### config.mk
export PLATFORM = sky130hd
export DESIGN_NAME = tec_timer
export DESIGN_NICKNAME = d
export VERILOG_FILES = /design/src/inc/tec_pkg.sv /design/src/rtl/tec_pin_sync.sv /design/src/rtl/tec_timer.sv
export SDC_FILE = /design/constraint.sdc
export NUM_CORES = 1
export LEC_CHECK = 0
export BUFFER_PORTS_ARGS = -buffer_cell sky130_fd_sc_hd__buf_2
export CAP_MARGIN = 30
export CELL_PAD_IN_SITES_DETAIL_PLACEMENT = 1
export CELL_PAD_IN_SITES_GLOBAL_PLACEMENT = 2
export CORE_ASPECT_RATIO = 1.1
export CORE_MARGIN = 3
export CORE_UTILIZATION = 36
export CTS_BUF_LIST = sky130_fd_sc_hd__clkbuf_4 sky130_fd_sc_hd__clkbuf_8
export DETAILED_ROUTE_END_ITERATION = 8
export PLACE_DENSITY_LB_ADDON = 0.1
export SLEW_MARGIN = 10
export SYNTH_ARGS = -nofsm -noshare
export SYNTH_HDL_FRONTEND = slang
export SYNTH_SLANG_ARGS = --single-unit
### constraint.sdc
create_clock -name core_clk -period 5.2 [get_ports core_clk]
set_clock_uncertainty 0.2 [all_clocks]
set_input_delay 0.26 -clock core_clk [delete_from_list [all_inputs] [get_ports core_clk]]
set_output_delay 0.26 -clock core_clk [all_outputs]
set_load 0.005 [all_outputs]
### src/inc/tec_pkg.sv
package tec_pkg;

  ////////////////////////////////////////////////////////////////////////////
  // register byte offsets
  localparam logic [7:0] ADDR_CTRL  = 8'h00;
  localparam logic [7:0] ADDR_COUNT = 8'h04;
  localparam logic [7:0] ADDR_RCA   = 8'h08;
  localparam logic [7:0] ADDR_RCB   = 8'h0c;
  localparam logic [7:0] ADDR_PORT  = 8'h10;
  localparam logic [7:0] ADDR_BITOP = 8'h14;

  ////////////////////////////////////////////////////////////////////////////
  // control register field positions
  localparam int CTRL_RUN     = 0;
  localparam int CTRL_MODE_LO = 1;
  localparam int CTRL_MODE_MI = 2;
  localparam int CTRL_MODE_HI = 3;
  localparam int CTRL_PEND_A  = 4;
  localparam int CTRL_IRQEN_A = 5;
  localparam int CTRL_PEND_B  = 6;
  localparam int CTRL_IRQEN_B = 7;
  localparam int CTRL_FAST    = 8;
  localparam int CTRL_WIDTH   = 9;

  // bit operation register fields
  localparam int BITOP_SET    = 3;
  localparam int BITOP_IDX_HI = 2;

  ////////////////////////////////////////////////////////////////////////////
  // reset values and timing
  localparam logic [15:0] COUNT_RST  = 16'h0000;
  localparam logic [15:0] RELOAD_RST = 16'h0000;
  localparam logic [7:0]  PORT_RST   = 8'h00;
  localparam logic [3:0]  INSTR_DIV  = 4'ha;
  localparam logic [3:0]  DIV_LAST   = INSTR_DIV - 4'h1;
  localparam int          PWM_BIT    = 0;

  ////////////////////////////////////////////////////////////////////////////
  // control register image
  typedef struct packed {
    logic       fast_select;
    logic       irq_en_b;
    logic       pend_b;
    logic       irq_en_a;
    logic       pend_a;
    logic       mode_sel_bit_hi;
    logic       mode_sel_bit_mid;
    logic       mode_sel_bit_lo;
    logic       run_or_underflow_flag;
  } tec_ctrl_t;

  // apb request from the master
  typedef struct packed {
    logic        psel;
    logic        penable;
    logic        pwrite;
    logic [7:0]  paddr;
    logic [31:0] pwdata;
  } tec_apb_req_t;

  // apb answer to the master
  typedef struct packed {
    logic        pready;
    logic        pslverr;
    logic [31:0] prdata;
  } tec_apb_rsp_t;

  // edge detector state
  typedef struct packed {
    logic s1;
    logic s2;
    logic s3;
    logic rise;
    logic fall;
  } tec_sync_t;

endpackage

### src/rtl/tec_pin_sync.sv
module tec_pin_sync (
  input  wire logic core_clk,
  input  wire logic rst_n,
  input  wire logic clk_en,
  input  wire logic pin,
  output logic      rise,
  output logic      fall
);

  tec_pkg::tec_sync_t st_r;
  tec_pkg::tec_sync_t st_nxt;

  // two-stage sync, then edge detect on stage two and three
  always_comb begin
    st_nxt      = st_r;
    st_nxt.s1   = pin;
    st_nxt.s2   = st_r.s1;
    st_nxt.s3   = st_r.s2;
    st_nxt.rise = st_r.s2 & ~st_r.s3;
    st_nxt.fall = ~st_r.s2 & st_r.s3;
  end

  always_ff @(posedge core_clk) begin
    if (!rst_n) begin
      st_r <= '0;
    end else if (clk_en) begin
      st_r <= st_nxt;
    end
  end

  assign rise = st_r.rise;
  assign fall = st_r.fall;

endmodule

### src/rtl/tec_timer.sv
// Functional notes
// - event mode: timer decrements on synchronised edges of timer_io_pin
// - mode bits choose rising or falling count edge in event mode
// - event mode underflow sets pend_a; interrupt A when irq_en_a set
// - event mode rising timer_in_pin edge sets pend_b; interrupt B with irq_en_b
// - event mode drives no output on timer_io_pin
// - capture mode counts down continuously at selected rate
// - selected pin edges copy count into reload_capture_a / reload_capture_b
// - capture edge polarity chosen separately per pin by mode bits
// - capture triggers set pend_a / pend_b; enables gate interrupts
// - capture mode underflow sets run_or_underflow_flag; irq_en_a enables it
// - reading capture registers leaves the count running undisturbed
// - in pulse-width and event modes run_or_underflow_flag starts/stops timer
// - interrupt enable one enables, zero suppresses its interrupt
// - port bit operation during a toggle can restore the pre-toggle level
// - control register accepts any access in every mode at any speed
// - pulse-width mode: first underflow reloads from a, then alternates from b
// - fast_select one clocks from fast clock, zero from instruction clock
//
// Our own choices: the register offsets and register access over APB.
module tec_timer (
  input  wire logic                  core_clk,
  input  wire logic                  rst_n,
  input  wire logic                  clk_en,
  input  wire tec_pkg::tec_apb_req_t apb_req,
  output tec_pkg::tec_apb_rsp_t      apb_rsp,
  input  wire logic                  timer_io_pin,
  input  wire logic                  timer_in_pin,
  output logic                       timer_io_out,
  output logic                       timer_io_oe_n,
  output logic [7:0]                 shared_port_out,
  output logic                       irq_a,
  output logic                       irq_b
);

  typedef struct packed {
    tec_pkg::tec_ctrl_t    ctrl;
    logic [15:0]           count;
    logic [15:0]           reload_capture_a;
    logic [15:0]           reload_capture_b;
    logic [7:0]            port_data;
    logic [7:0]            port_snap;
    logic [3:0]            div;
    logic                  next_from_b;
    logic                  out_oe_n;
    logic                  irq_a;
    logic                  irq_b;
    tec_pkg::tec_apb_rsp_t rsp;
  } tec_state_t;

  tec_state_t st_r;
  tec_state_t st_nxt;

  logic io_rise;
  logic io_fall;
  logic in_rise;
  logic in_fall;

  ////////////////////////////////////////////////////////////////////////////
  // pin synchronisers
  tec_pin_sync u_sync_io (
    .core_clk (core_clk),
    .rst_n    (rst_n),
    .clk_en   (clk_en),
    .pin      (timer_io_pin),
    .rise     (io_rise),
    .fall     (io_fall)
  );

  tec_pin_sync u_sync_in (
    .core_clk (core_clk),
    .rst_n    (rst_n),
    .clk_en   (clk_en),
    .pin      (timer_in_pin),
    .rise     (in_rise),
    .fall     (in_fall)
  );

  ////////////////////////////////////////////////////////////////////////////
  // next state
  logic        mode_event;
  logic        mode_capture;
  logic        mode_pwm;
  logic        tick;
  logic        count_en;
  logic        underflow;
  logic        edge_a;
  logic        edge_b;
  logic        setup;
  logic        access;
  logic        wr;
  logic        mapped;
  logic [31:0] rdata;
  logic [7:0]  bit_mask;
  logic [2:0]  mode_sel;
  logic        ctrl_wr;
  logic        bitop_set;
  logic [2:0]  bitop_idx;
  logic        cap_a;
  logic        cap_b;
  logic        ev_b;
  logic        irq_a_src;

  always_comb begin
    st_nxt = st_r;

    // mode decode; every code with the middle bit set is a capture mode
    mode_sel     = {st_r.ctrl.mode_sel_bit_hi, st_r.ctrl.mode_sel_bit_mid,
                    st_r.ctrl.mode_sel_bit_lo};
    mode_event   = 1'b0;
    mode_capture = 1'b0;
    mode_pwm     = 1'b0;
    case (mode_sel)
      3'b000, 3'b001: begin
        mode_event = 1'b1;
      end
      3'b100, 3'b101: begin
        mode_pwm = 1'b1;
      end
      default: begin
        mode_capture = 1'b1;
      end
    endcase

    // instruction-cycle tick from a free-running divider, so the first
    // slow tick after a start can come early by up to one period
    st_nxt.div = (st_r.div == tec_pkg::DIV_LAST) ? 4'h0 : st_r.div + 4'h1;
    tick       = st_r.ctrl.fast_select | (st_r.div == tec_pkg::DIV_LAST);

    // edge choice per pin; the hi bit picks the pin B edge in capture only,
    // event mode always takes rising pin B edges
    edge_a = st_r.ctrl.mode_sel_bit_lo ? io_fall : io_rise;
    edge_b = st_r.ctrl.mode_sel_bit_hi ? in_fall : in_rise;
    cap_a  = mode_capture & edge_a;
    cap_b  = mode_capture & edge_b;
    ev_b   = mode_event & in_rise;

    if (mode_event) begin
      count_en = st_r.ctrl.run_or_underflow_flag & edge_a;
    end else if (mode_capture) begin
      count_en = tick;
    end else begin
      count_en = st_r.ctrl.run_or_underflow_flag & tick;
    end
    underflow = count_en & (st_r.count == 16'h0000);

    // a count write further down wins over this decrement
    if (count_en) begin
      st_nxt.count = st_r.count - 16'h0001;
    end

    ////////////////////////////////////////////////////////////////////////
    // apb slave, no wait state: pready rises in the first access cycle
    setup  = apb_req.psel & ~apb_req.penable;
    access = apb_req.psel & apb_req.penable & st_r.rsp.pready;
    wr     = access & apb_req.pwrite;
    // control writes that start a stopped timer also restart the reload order below
    ctrl_wr = wr & (apb_req.paddr == tec_pkg::ADDR_CTRL);
    mapped = 1'b1;
    rdata  = 32'h0000_0000;
    case (apb_req.paddr)
      tec_pkg::ADDR_CTRL:  rdata = {23'h000000, st_r.ctrl};
      tec_pkg::ADDR_COUNT: rdata = {16'h0000, st_r.count};
      tec_pkg::ADDR_RCA:   rdata = {16'h0000, st_r.reload_capture_a};
      tec_pkg::ADDR_RCB:   rdata = {16'h0000, st_r.reload_capture_b};
      tec_pkg::ADDR_PORT:  rdata = {24'h000000, st_r.port_data};
      tec_pkg::ADDR_BITOP: rdata = 32'h0000_0000;
      default:             mapped = 1'b0;
    endcase
    // bit operation: bit 3 picks set or clear, bits 2:0 the port bit
    bitop_set = apb_req.pwdata[tec_pkg::BITOP_SET];
    bitop_idx = apb_req.pwdata[tec_pkg::BITOP_IDX_HI:0];
    bit_mask  = 8'h01 << bitop_idx;

    st_nxt.rsp.pready = setup;
    if (setup) begin
      st_nxt.rsp.prdata  = rdata;
      st_nxt.rsp.pslverr = ~mapped;
      st_nxt.port_snap   = st_r.port_data;
    end

    if (wr) begin
      case (apb_req.paddr)
        tec_pkg::ADDR_CTRL: begin
          st_nxt.ctrl = apb_req.pwdata[tec_pkg::CTRL_WIDTH-1:0];
        end
        tec_pkg::ADDR_COUNT: begin
          st_nxt.count = apb_req.pwdata[15:0];
        end
        tec_pkg::ADDR_RCA: begin
          st_nxt.reload_capture_a = apb_req.pwdata[15:0];
        end
        tec_pkg::ADDR_RCB: begin
          st_nxt.reload_capture_b = apb_req.pwdata[15:0];
        end
        tec_pkg::ADDR_PORT: begin
          st_nxt.port_data = apb_req.pwdata[7:0];
        end
        tec_pkg::ADDR_BITOP: begin
          // read-modify-write from the setup snapshot
          // a toggle of bit 0 between setup and access is lost
          if (bitop_set) begin
            st_nxt.port_data = st_r.port_snap | bit_mask;
          end else begin
            st_nxt.port_data = st_r.port_snap & ~bit_mask;
          end
        end
        default: begin
          st_nxt.port_data = st_r.port_data;
        end
      endcase
    end

    // restart of the timer starts a fresh reload sequence
    if (ctrl_wr && apb_req.pwdata[tec_pkg::CTRL_RUN] && !st_r.ctrl.run_or_underflow_flag) begin
      st_nxt.next_from_b = 1'b0;
    end

    ////////////////////////////////////////////////////////////////////////
    // hardware events; sets win over any clear written in this cycle
    if (mode_capture) begin
      // count wraps through ffff here; the underflow only raises the flag
      if (cap_a) begin
        st_nxt.reload_capture_a = st_r.count;
        st_nxt.ctrl.pend_a      = 1'b1;
      end
      if (cap_b) begin
        st_nxt.reload_capture_b = st_r.count;
        st_nxt.ctrl.pend_b      = 1'b1;
      end
      if (underflow) begin
        st_nxt.ctrl.run_or_underflow_flag = 1'b1;
      end
    end else begin
      if (underflow) begin
        // alternate reloads, first one from a
        if (st_r.next_from_b) begin
          st_nxt.count       = st_r.reload_capture_b;
          st_nxt.next_from_b = 1'b0;
          if (mode_pwm) begin
            st_nxt.ctrl.pend_b = 1'b1;
          end
        end else begin
          st_nxt.count       = st_r.reload_capture_a;
          st_nxt.next_from_b = 1'b1;
        end
        if (mode_event || !st_r.next_from_b) begin
          st_nxt.ctrl.pend_a = 1'b1;
        end
        // the toggle lands on top of any port write in this cycle
        if (mode_pwm && st_r.ctrl.mode_sel_bit_lo) begin
          st_nxt.port_data[tec_pkg::PWM_BIT] = ~st_nxt.port_data[tec_pkg::PWM_BIT];
        end
      end
      if (ev_b) begin
        st_nxt.ctrl.pend_b = 1'b1;
      end
    end

    // output driven only for pulse-width toggle mode
    st_nxt.out_oe_n = ~(mode_pwm & st_r.ctrl.mode_sel_bit_lo);

    ////////////////////////////////////////////////////////////////////////
    // interrupt outputs from the next flags, so flag and irq move on one edge
    // capture mode: interrupt A covers both pin capture and underflow
    irq_a_src    = st_nxt.ctrl.pend_a |
                   (st_nxt.ctrl.mode_sel_bit_mid & st_nxt.ctrl.run_or_underflow_flag);
    st_nxt.irq_a = st_nxt.ctrl.irq_en_a & irq_a_src;
    st_nxt.irq_b = st_nxt.ctrl.irq_en_b & st_nxt.ctrl.pend_b;
  end

  ////////////////////////////////////////////////////////////////////////////
  // state register
  always_ff @(posedge core_clk) begin
    if (!rst_n) begin
      st_r                  <= '0;
      st_r.count            <= tec_pkg::COUNT_RST;
      st_r.reload_capture_a <= tec_pkg::RELOAD_RST;
      st_r.reload_capture_b <= tec_pkg::RELOAD_RST;
      st_r.port_data        <= tec_pkg::PORT_RST;
      // pin released after reset, no interrupt pending
      st_r.out_oe_n         <= 1'b1;
    end else if (clk_en) begin
      st_r <= st_nxt;
    end
  end

  ////////////////////////////////////////////////////////////////////////////
  // outputs
  assign apb_rsp         = st_r.rsp;
  assign timer_io_out    = st_r.port_data[tec_pkg::PWM_BIT];
  assign timer_io_oe_n   = st_r.out_oe_n;
  assign shared_port_out = st_r.port_data;
  assign irq_a           = st_r.irq_a;
  assign irq_b           = st_r.irq_b;

endmodule

==> results.json, run 1 <==
{
  "status": "complete, no violations",
  "postPlaceCellArea_sq_mm": 0.00659,
  "cts_resized": 0,
  "antenna_found_initial": 0,
  "cp-end-kind": "register",
  "cts-root-buf": "clkbuf_8",
  "die_h_microns": 146,
  "hold_class": "in -> reg",
  "first_iter_violations": 359,
  "ant_nets": 0,
  "async_flop_share": 0,
  "fp-row-count": 50,
  "synth_top_flop_cell": "dfxtp_1",
  "die-area_sq_mm": 0.0194,
  "io_pins": 94,
  "slowest_delay_ns": 0.75,
  "fin_crit_sh": 0.613,
  "drt_pass1_iterations": 5,
  "ys_seq_elements": 109,
  "rsz0062_at_grt": "no",
  "layout-drive-gt1-share": 0.186,
  "core_area_sq_mm": 0.0172,
  "fmax_ghz": 0.313,
  "clk_path_buf_depth": 2,
  "max_slew_margin": 0.356,
  "cellLeakagePower_nw": 2.66,
  "required_ns": 5.32,
  "grt_overflow": 0,
  "ir_drop_mv": 0.112,
  "yosysSeqAreaShare": 0.341,
  "grt_pass1_vias": 6232,
  "vias_per_cell": 5.94,
  "ctsHtreeMaxLevel": 3,
  "clock_sinks": 109,
  "clk_pin_slew_ns": 0.11,
  "grt_start_max_net_pins": 60,
  "critPathArrivalTime_ns": 3.31,
  "synth_cells": 764,
  "ys_top_cells_by_area": "dfxtp_1 34%, buf_4 4.9%, a21oi_1 4.4%",
  "ys.warnings.count": 0,
  "hold_violations": 0,
  "dieWidth_microns": 133,
  "setup-tns-final_ns": 0,
  "critPathKind": "reg -> reg",
  "hpwl_mm": 15.7,
  "nets": 818,
  "yosysTopAreaCell": "dfxtp_1",
  "mostFrequentLayoutCell": "dfxtp_1",
  "worst_slew_pin_slew_ns": 0.942,
  "wl_mm": 23.2,
  "cts-buffers-inserted": 9,
  "power_density_mw_per_mm2": 227,
  "cp-start-kind": "register",
  "vias": 5985,
  "synth-edff-count": 0,
  "fin_crit_ns": 3.19,
  "num_antenna_cells": 0,
  "fillers": 2072,
  "ys_types": 65,
  "dp_cells": 979,
  "final_area_sq_mm": 0.00692,
  "grtUsageTotal": 0.236,
  "mappedNetlistArea_sq_mm": 0.00640,
  "setup_violations": 0,
  "place_congestion": 0.830,
  "avgSynthCellArea_sq_um": 8.37,
  "clk_latency_ns": 0.41,
  "final_cells": 1008,
  "wl_per_cell_microns": 23.0,
  "maxCapViolCount": 0,
  "io_buffer_count": 61,
  "mostFrequentLayoutCells": "109 x dfxtp_1, 72 x nand2_1, 61 x buf_2",
  "synth.top_cell.area_share": 0.341,
  "power_mw": 1.57,
  "crit_fanout": 12,
  "drc_errors": 0,
  "crit_chain": "a21o_1, o211ai_1, a21oi_1, nand2_1, o211a_1, o31ai_2",
  "critPathSlowestCell": "a21oi_1",
  "syn_to_final_growth_pct": 8.21,
  "maxSlewViolCount": 0,
  "cts_tree": "done",
  "start_util": 0.372,
  "grt_pass1_wl_mm": 36.3
}
-- registers in the layout, indices dropped and copies added, names as in the netlist --
register          cells
st_r                 67
u_sync_in.fall        1
timer_io_oe_n         1
apb_rsp              18
u_sync_in.st_r        1
u_sync_io.st_r        1
u_sync_io.rise        1
u_sync_in.st_nxt      2
u_sync_in.rise        1
irq_a                 1
mode_sel              3
u_sync_io.st_nxt      2
u_sync_io.fall        1
shared_port_out       8
irq_b                 1
-- power breakdown --
group	switching, mW	internal (mW)	total (mW)
Clock	0.348	0.190	0.537
Sequential	0.0180	0.848	0.866
Combinational	0.107	0.0623	0.169
Total	0.472	1.10	1.57
-- metrics by stage --
step / hold WS (ns) / util / setup slack [ns]
global placement: 0.253 / 0.383 / 2.14
floorplan: 0.207 / - / 2.77
global route: 0.0140 / 0.402 / 1.85
finish: 0.0246 / 0.402 / 2.01
detailed placement: 0.269 / 0.383 / 2.09
CTS: 0.0159 / 0.400 / 2.08
-- cell usage after synthesis (11+ instances only) --
| cell | n |
|---|---|
| a21boi_0 | 21 |
| a21oi_1 | 56 |
| a31oi_1 | 11 |
| buf_4 | 42 |
| clkbuf_1 | 54 |
| dfxtp_1 | 109 |
| mux2_2 | 16 |
| mux2i_1 | 26 |
| nand2_1 | 72 |
| nand3_1 | 23 |
| nor2_1 | 31 |
| nor2b_1 | 17 |
| nor3_1 | 17 |
| o211ai_1 | 11 |
| o21ai_0 | 52 |
| o22ai_1 | 26 |
-- repair_timing --
item                      CTS  global route
hold buffers               10             0
setup buffers               0             0
hold endpoints to repair   16             0
-- worst max-delay path, delay by kind of cell, from the launching register on --
| family | cells | cell delay, ns |
|---|---|---|
| flip-flops | 1 | 0.72 |
| AND/OR/NAND/NOR | 1 | 0.39 |
| AO/OA/AOI/OAI | 5 | 1.80 |
-- layer usage --
layer,routed length (microns),vias up,part of all wire,track usage
met5,0,-,0,0
met4,419,0,0.018,0.0787
met3,788,30,0.034,0.0297
met2,11400,125,0.49,0.403
met1,10600,3063,0.46,0.309
li1,-,2767,-,-
-- area by class of cell --
class | count | area, sq um | area share
clock buffers | 10 | 131 | 0.0190
clock inverters | 6 | 56.3 | 0.00813
inverters | 7 | 26.3 | 0.00380
multi-input cells | 553 | 3670 | 0.531
flip-flops and latches | 109 | 2180 | 0.315
well taps | 234 | 293 | 0.0423
repair buffers | 89 | 561 | 0.0810
-- worst paths after layout --
kind	startpoint	end	slack (ns)	cells past startpoint
worst max-delay path	mode_sel[1]	irq_b	2.01	6
worst min-delay path	apb_req[5]	st_r[111]	0.02	3
worst max register to register	mode_sel[1]	irq_b	2.01	6
worst min register to register	st_r[49]	st_r[49]	0.27	2
-- kinds of logic after synthesis --
| family | share of synthesized area |
|---|---|
| buffers and inverters | 0.0956 |
| adders and majority gates | 0.00196 |
| other | 0.000586 |
| DFF | 0.341 |
| xor gates and xnor gates | 0.0219 |
| AOI/OAI and AO/OA | 0.265 |
| muxes | 0.0970 |
| and+or+nand+nor | 0.177 |
Power figures use the tool's default switching activity.
==> inputs of run 2 (changes only) <==
- CORE_UTILIZATION: 36 -> 35
- clock period: 5.2 -> 3.3 ns (I/O delays scaled with it)
==> results.json, run 2 (synthesis gave the netlist of run 1 again) <==
{
  "maxSlewViolCount": 0,
  "regArea_sq_mm": 0.00218,
  "fp-row-count": 51,
  "wl_mm": 23.3,
  "cp-endpoint": "st_r[110]",
  "cts-buffers-inserted": 9,
  "ir_drop_mv": 0.177,
  "power_mw": 2.49,
  "final_area_sq_mm": 0.00716,
  "cp-start-kind": "register",
  "ctsHoldBuffers": 25,
  "ctsHtreeMaxLevel": 3,
  "nets": 845,
  "hpwl_mm": 16.2,
  "dp_slack_ns": 0.626,
  "multi_input_area_sq_mm": 0.00366,
  "post-route-util": 0.402,
  "largest_reg_flops": 67,
  "largest-register": "st_r",
  "cts_tree": "done",
  "io_buffer_count": 61,
  "setup_violations": 0,
  "die-area_sq_mm": 0.0199,
  "grt_start_max_net_pins": 57,
  "postPlaceCellArea_sq_mm": 0.00671,
  "reg2reg_slack_ns": 0.58,
  "antenna_found_initial": 0,
  "worst_slew_pin_slew_ns": 0.740,
  "critPathKind": "reg -> reg",
  "fillers": 2110,
  "start_util": 0.359,
  "hold_class": "in -> reg",
  "grt_pass1_wl_mm": 36.2,
  "io_pins": 94,
  "vias_per_cell": 5.83,
  "drt_pass1_iterations": 6,
  "wl_per_cell_microns": 22.4,
  "cp-end-kind": "register",
  "whs_ns": 0.0604,
  "clock_sinks": 109,
  "cp-startpoint": "st_r[90]",
  "ant_nets": 0,
  "dp_cells": 998,
  "core_area_sq_mm": 0.0178,
  "crit_fanout": 20,
  "postCtsSetupRepairBufs": 0,
  "num_antenna_cells": 0,
  "max_slew_margin": 0.494,
  "clk_pin_slew_ns": 0.12,
  "clk_latency_ns": 0.40,
  "clk_path_buf_depth": 2,
  "fmax_ghz": 0.368,
  "cellLeakagePower_nw": 2.80,
  "fin_crit_sh": 0.823,
  "grt_pass1_vias": 6274,
  "dieWidth_microns": 135,
  "grt_overflow": 0,
  "vias": 6062,
  "r2r-start": "st_r[90]",
  "maxCapViolCount": 0,
  "first_iter_violations": 395,
  "r2r-end": "st_r[110]",
  "critPathArrivalTime_ns": 2.82,
  "syn_to_final_growth_pct": 11.9,
  "fin_crit_ns": 2.72,
  "mostFrequentLayoutCell": "dfxtp_1",
  "cts-root-buf": "clkbuf_8",
  "place_congestion": 0.883,
  "layout-drive-gt1-share": 0.192,
  "reg2reg_depth": 8,
  "rsz0062_at_grt": "no",
  "mostFrequentLayoutCells": "109 x dfxtp_1, 72 x nand2_1, 61 x buf_2",
  "final_cells": 1039,
  "drc_errors": 0,
  "cts_resized": 0,
  "hold_violations": 0,
  "setup-tns-final_ns": 0,
  "status": "complete, no violations",
  "die_h_microns": 148,
  "final.setup.worst_slack_ns": 0.583,
  "power_density_mw_per_mm2": 349,
  "required_ns": 3.40,
  "grtUsageTotal": 0.234
}
[run 2: changes by cell type in the layout (fill, tap and decap cells not counted), sizes merged]
cell / previous run / this run
clkinv: 3 / 1
dlygate4sd3: 10 / 25
clkbuf: 10 / 11
buf: 79 / 91
inv: 9 / 10
[run 2: layout make-up]
| class | instances | share of cell area |
|---|---|---|
| well taps | 238 | 0.0416 |
| multi-input cells | 553 | 0.512 |
| inverters | 7 | 0.00367 |
| clock buffers | 11 | 0.0212 |
| repair buffers | 116 | 0.111 |
| flip-flops and latches | 109 | 0.305 |
| clock inverters | 5 | 0.00577 |
[run 2: how the worst min path moves through the flow]
stage	startpoint	endpoint	slack (ns)	depth (start not counted)
final	apb_req[0]	st_r[58]	0.06	3
after floorplan	apb_req[37]	apb_rsp[32]	0.11	2
after CTS	apb_req[0]	st_r[58]	0.06	3
after global placement	timer_io_pin	u_sync_io.st_nxt[3]	0.22	3
after detailed placement	timer_io_pin	u_sync_io.st_nxt[3]	0.24	3
after global routing	apb_req[0]	st_r[58]	0.08	3
[run 2: layer usage]
metal,vias up,GRT usage,share of wire
met5,-,0,0
met4,0,0.0881,0.023
met3,37,0.0276,0.041
met2,146,0.394,0.49
met1,3052,0.308,0.44
li1,2827,-,-
[run 2: critical path: stages, from the launching register on]
cell      delay [ns]
dfxtp_1         0.52
inv_1           0.13
ha_1            0.28
o211ai_1        0.32
a211oi_2        0.18
buf_4           0.26
and2_1          0.19
or4_1           0.40
o211a_1         0.12
[run 2: report_power, final]
group | switching [mW] | total [mW] | internal, mW | leakage (nW)
Clock | 0.525 | 0.852 | 0.327 | 0.0983
Sequential | 0.0307 | 1.37 | 1.34 | 0.883
Combinational | 0.170 | 0.276 | 0.105 | 1.82
Total | 0.726 | 2.49 | 1.77 | 2.80
==> inputs of run 3 (changes only) <==
- clock period: 3.3 -> 2.7 ns (I/O delays scaled with it)
==> results.json, run 3 (synthesis gave the netlist of run 1 again) <==
{
  "status": "complete, no violations",
  "cellLeakagePower_nw": 2.93,
  "layout-drive-gt1-share": 0.218,
  "setup_violations": 0,
  "power_mw": 3.15,
  "largest-register": "st_r",
  "die_h_microns": 148,
  "required_ns": 2.83,
  "syn_to_final_growth_pct": 15.4,
  "vias_per_cell": 5.84,
  "critPathArrivalTime_ns": 2.67,
  "grt_pass1_wl_mm": 36.9,
  "cts-root-buf": "clkbuf_8",
  "ir_drop_mv": 0.211,
  "start_util": 0.359,
  "fmax_ghz": 0.393,
  "nets": 868,
  "p_switching_mw": 0.896,
  "power.share.clock": 0.356,
  "place_congestion": 0.932,
  "antenna_found_initial": 0,
  "cts-buffers-inserted": 9,
  "dp_slack_ns": 0.0776,
  "io_pins": 94,
  "clk_pin_slew_ns": 0.12,
  "wl_mm": 23.4,
  "fp-row-count": 51,
  "final.setup.worst_slack_ns": 0.158,
  "dieWidth_microns": 135,
  "num_antenna_cells": 0,
  "ant_nets": 0,
  "internal_power_mw": 2.25,
  "io_buffer_count": 61,
  "maxCapViolCount": 0,
  "hold_violations": 0,
  "fin_crit_ns": 2.54,
  "clk_latency_ns": 0.40,
  "cts_tree": "done",
  "final_area_sq_mm": 0.00738,
  "first_iter_violations": 387,
  "postPlaceCellArea_sq_mm": 0.00691,
  "clock_sinks": 109,
  "core_area_sq_mm": 0.0178,
  "grtUsageTotal": 0.236,
  "hold_class": "in -> reg",
  "comb_power_share": 0.116,
  "vias": 6202,
  "switching_share": 0.285,
  "mostFrequentLayoutCell": "dfxtp_1",
  "die-area_sq_mm": 0.0199,
  "rsz0062_at_grt": "yes",
  "maxSlewViolCount": 0,
  "clk_path_buf_depth": 2,
  "worst_slew_pin_slew_ns": 0.642,
  "fin_crit_sh": 0.942,
  "seq_power_share": 0.529,
  "grt_start_max_net_pins": 63,
  "largest_reg_flops": 67,
  "cp-start-kind": "register",
  "drt_pass1_iterations": 6,
  "crit_fanout": 9,
  "grt_pass1_vias": 6545,
  "post-route-util": 0.415,
  "critPathKind": "reg -> reg",
  "hpwl_mm": 16.9,
  "max_slew_margin": 0.570,
  "drc_errors": 0,
  "cp-end-kind": "register",
  "grt_overflow": 0,
  "wl_per_cell_microns": 22.0,
  "ctsHtreeMaxLevel": 3,
  "power_density_mw_per_mm2": 426,
  "mostFrequentLayoutCells": "109 x dfxtp_1, 72 x nand2_1, 61 x buf_2"
}
-- run 3: per-stage QoR --
stage / hold WS, ns / cells / TNS [ns]
2_1_floorplan: 0.0820 / 779 / 0
3_3_place_gp: 0.193 / 1022 / 0
3_5_place_dp: 0.206 / 1022 / 0
4_1_cts: 0.0132 / 1061 / 0
5_1_grt: 0.0405 / 1062 / -0.0334
6_report: 0.0374 / 1062 / 0
-- run 3: path summary, 6_finish.rpt --
path | cells after the start | endpoint | from | slack [ns]
worst max-delay path | 7 | st_r[99] | mode_sel[2] | 0.16
worst min-delay path | 3 | st_r[58] | apb_req[0] | 0.04
worst max register to register | 7 | st_r[99] | mode_sel[2] | 0.16
worst min register to register | 2 | st_r[47] | st_r[47] | 0.28
-- run 3: critical path, stage by stage (launching register included) --
cell       delay (ns)
dfxtp_1          0.56
a21o_1           0.20
o21ai_1          0.22
a2111oi_1        0.58
buf_4            0.20
xnor2_1          0.06
a211o_1          0.30
a31oi_1          0.15
-- run 3: power by group through the flow --
stage | Sequential (mW) | Combinational, mW | Clock [mW]
5_1_grt | 1.67 | 0.400 | 1.22
3_3_place_gp | 1.70 | 0.333 | 0
2_1_floorplan | 1.68 | 0.231 | 0
3_5_place_dp | 1.70 | 0.338 | 0
6_report | 1.66 | 0.364 | 1.12
4_1_cts | 1.66 | 0.363 | 1.16
-- run 3: area by class of cell --
class                   count  area [sq um]
clock inverters             6          81.3
fillers                  2144         10400
multi-input cells         553          3680
flip-flops and latches    109          2180
well taps                 238           298
inverters                   7          26.3
clock buffers              10           138
repair buffers            139           977
-- run 3: per-layer routing --
layer  global-route usage  vias to the layer above  wire [microns]
li1                     -                     2872               -
met1                0.307                     3151           10500
met2                0.397                      138           11200
met3               0.0327                       41             844
met4               0.0937                        0             771
met5                    0                        -               0
-- run 3: repair_timing --
action	4_1_cts	5_1_grt
hold endpoints to repair	47	0
resized for setup	0	6
setup endpoints to repair	0	7
hold buffers	23	0
setup buffers	0	1
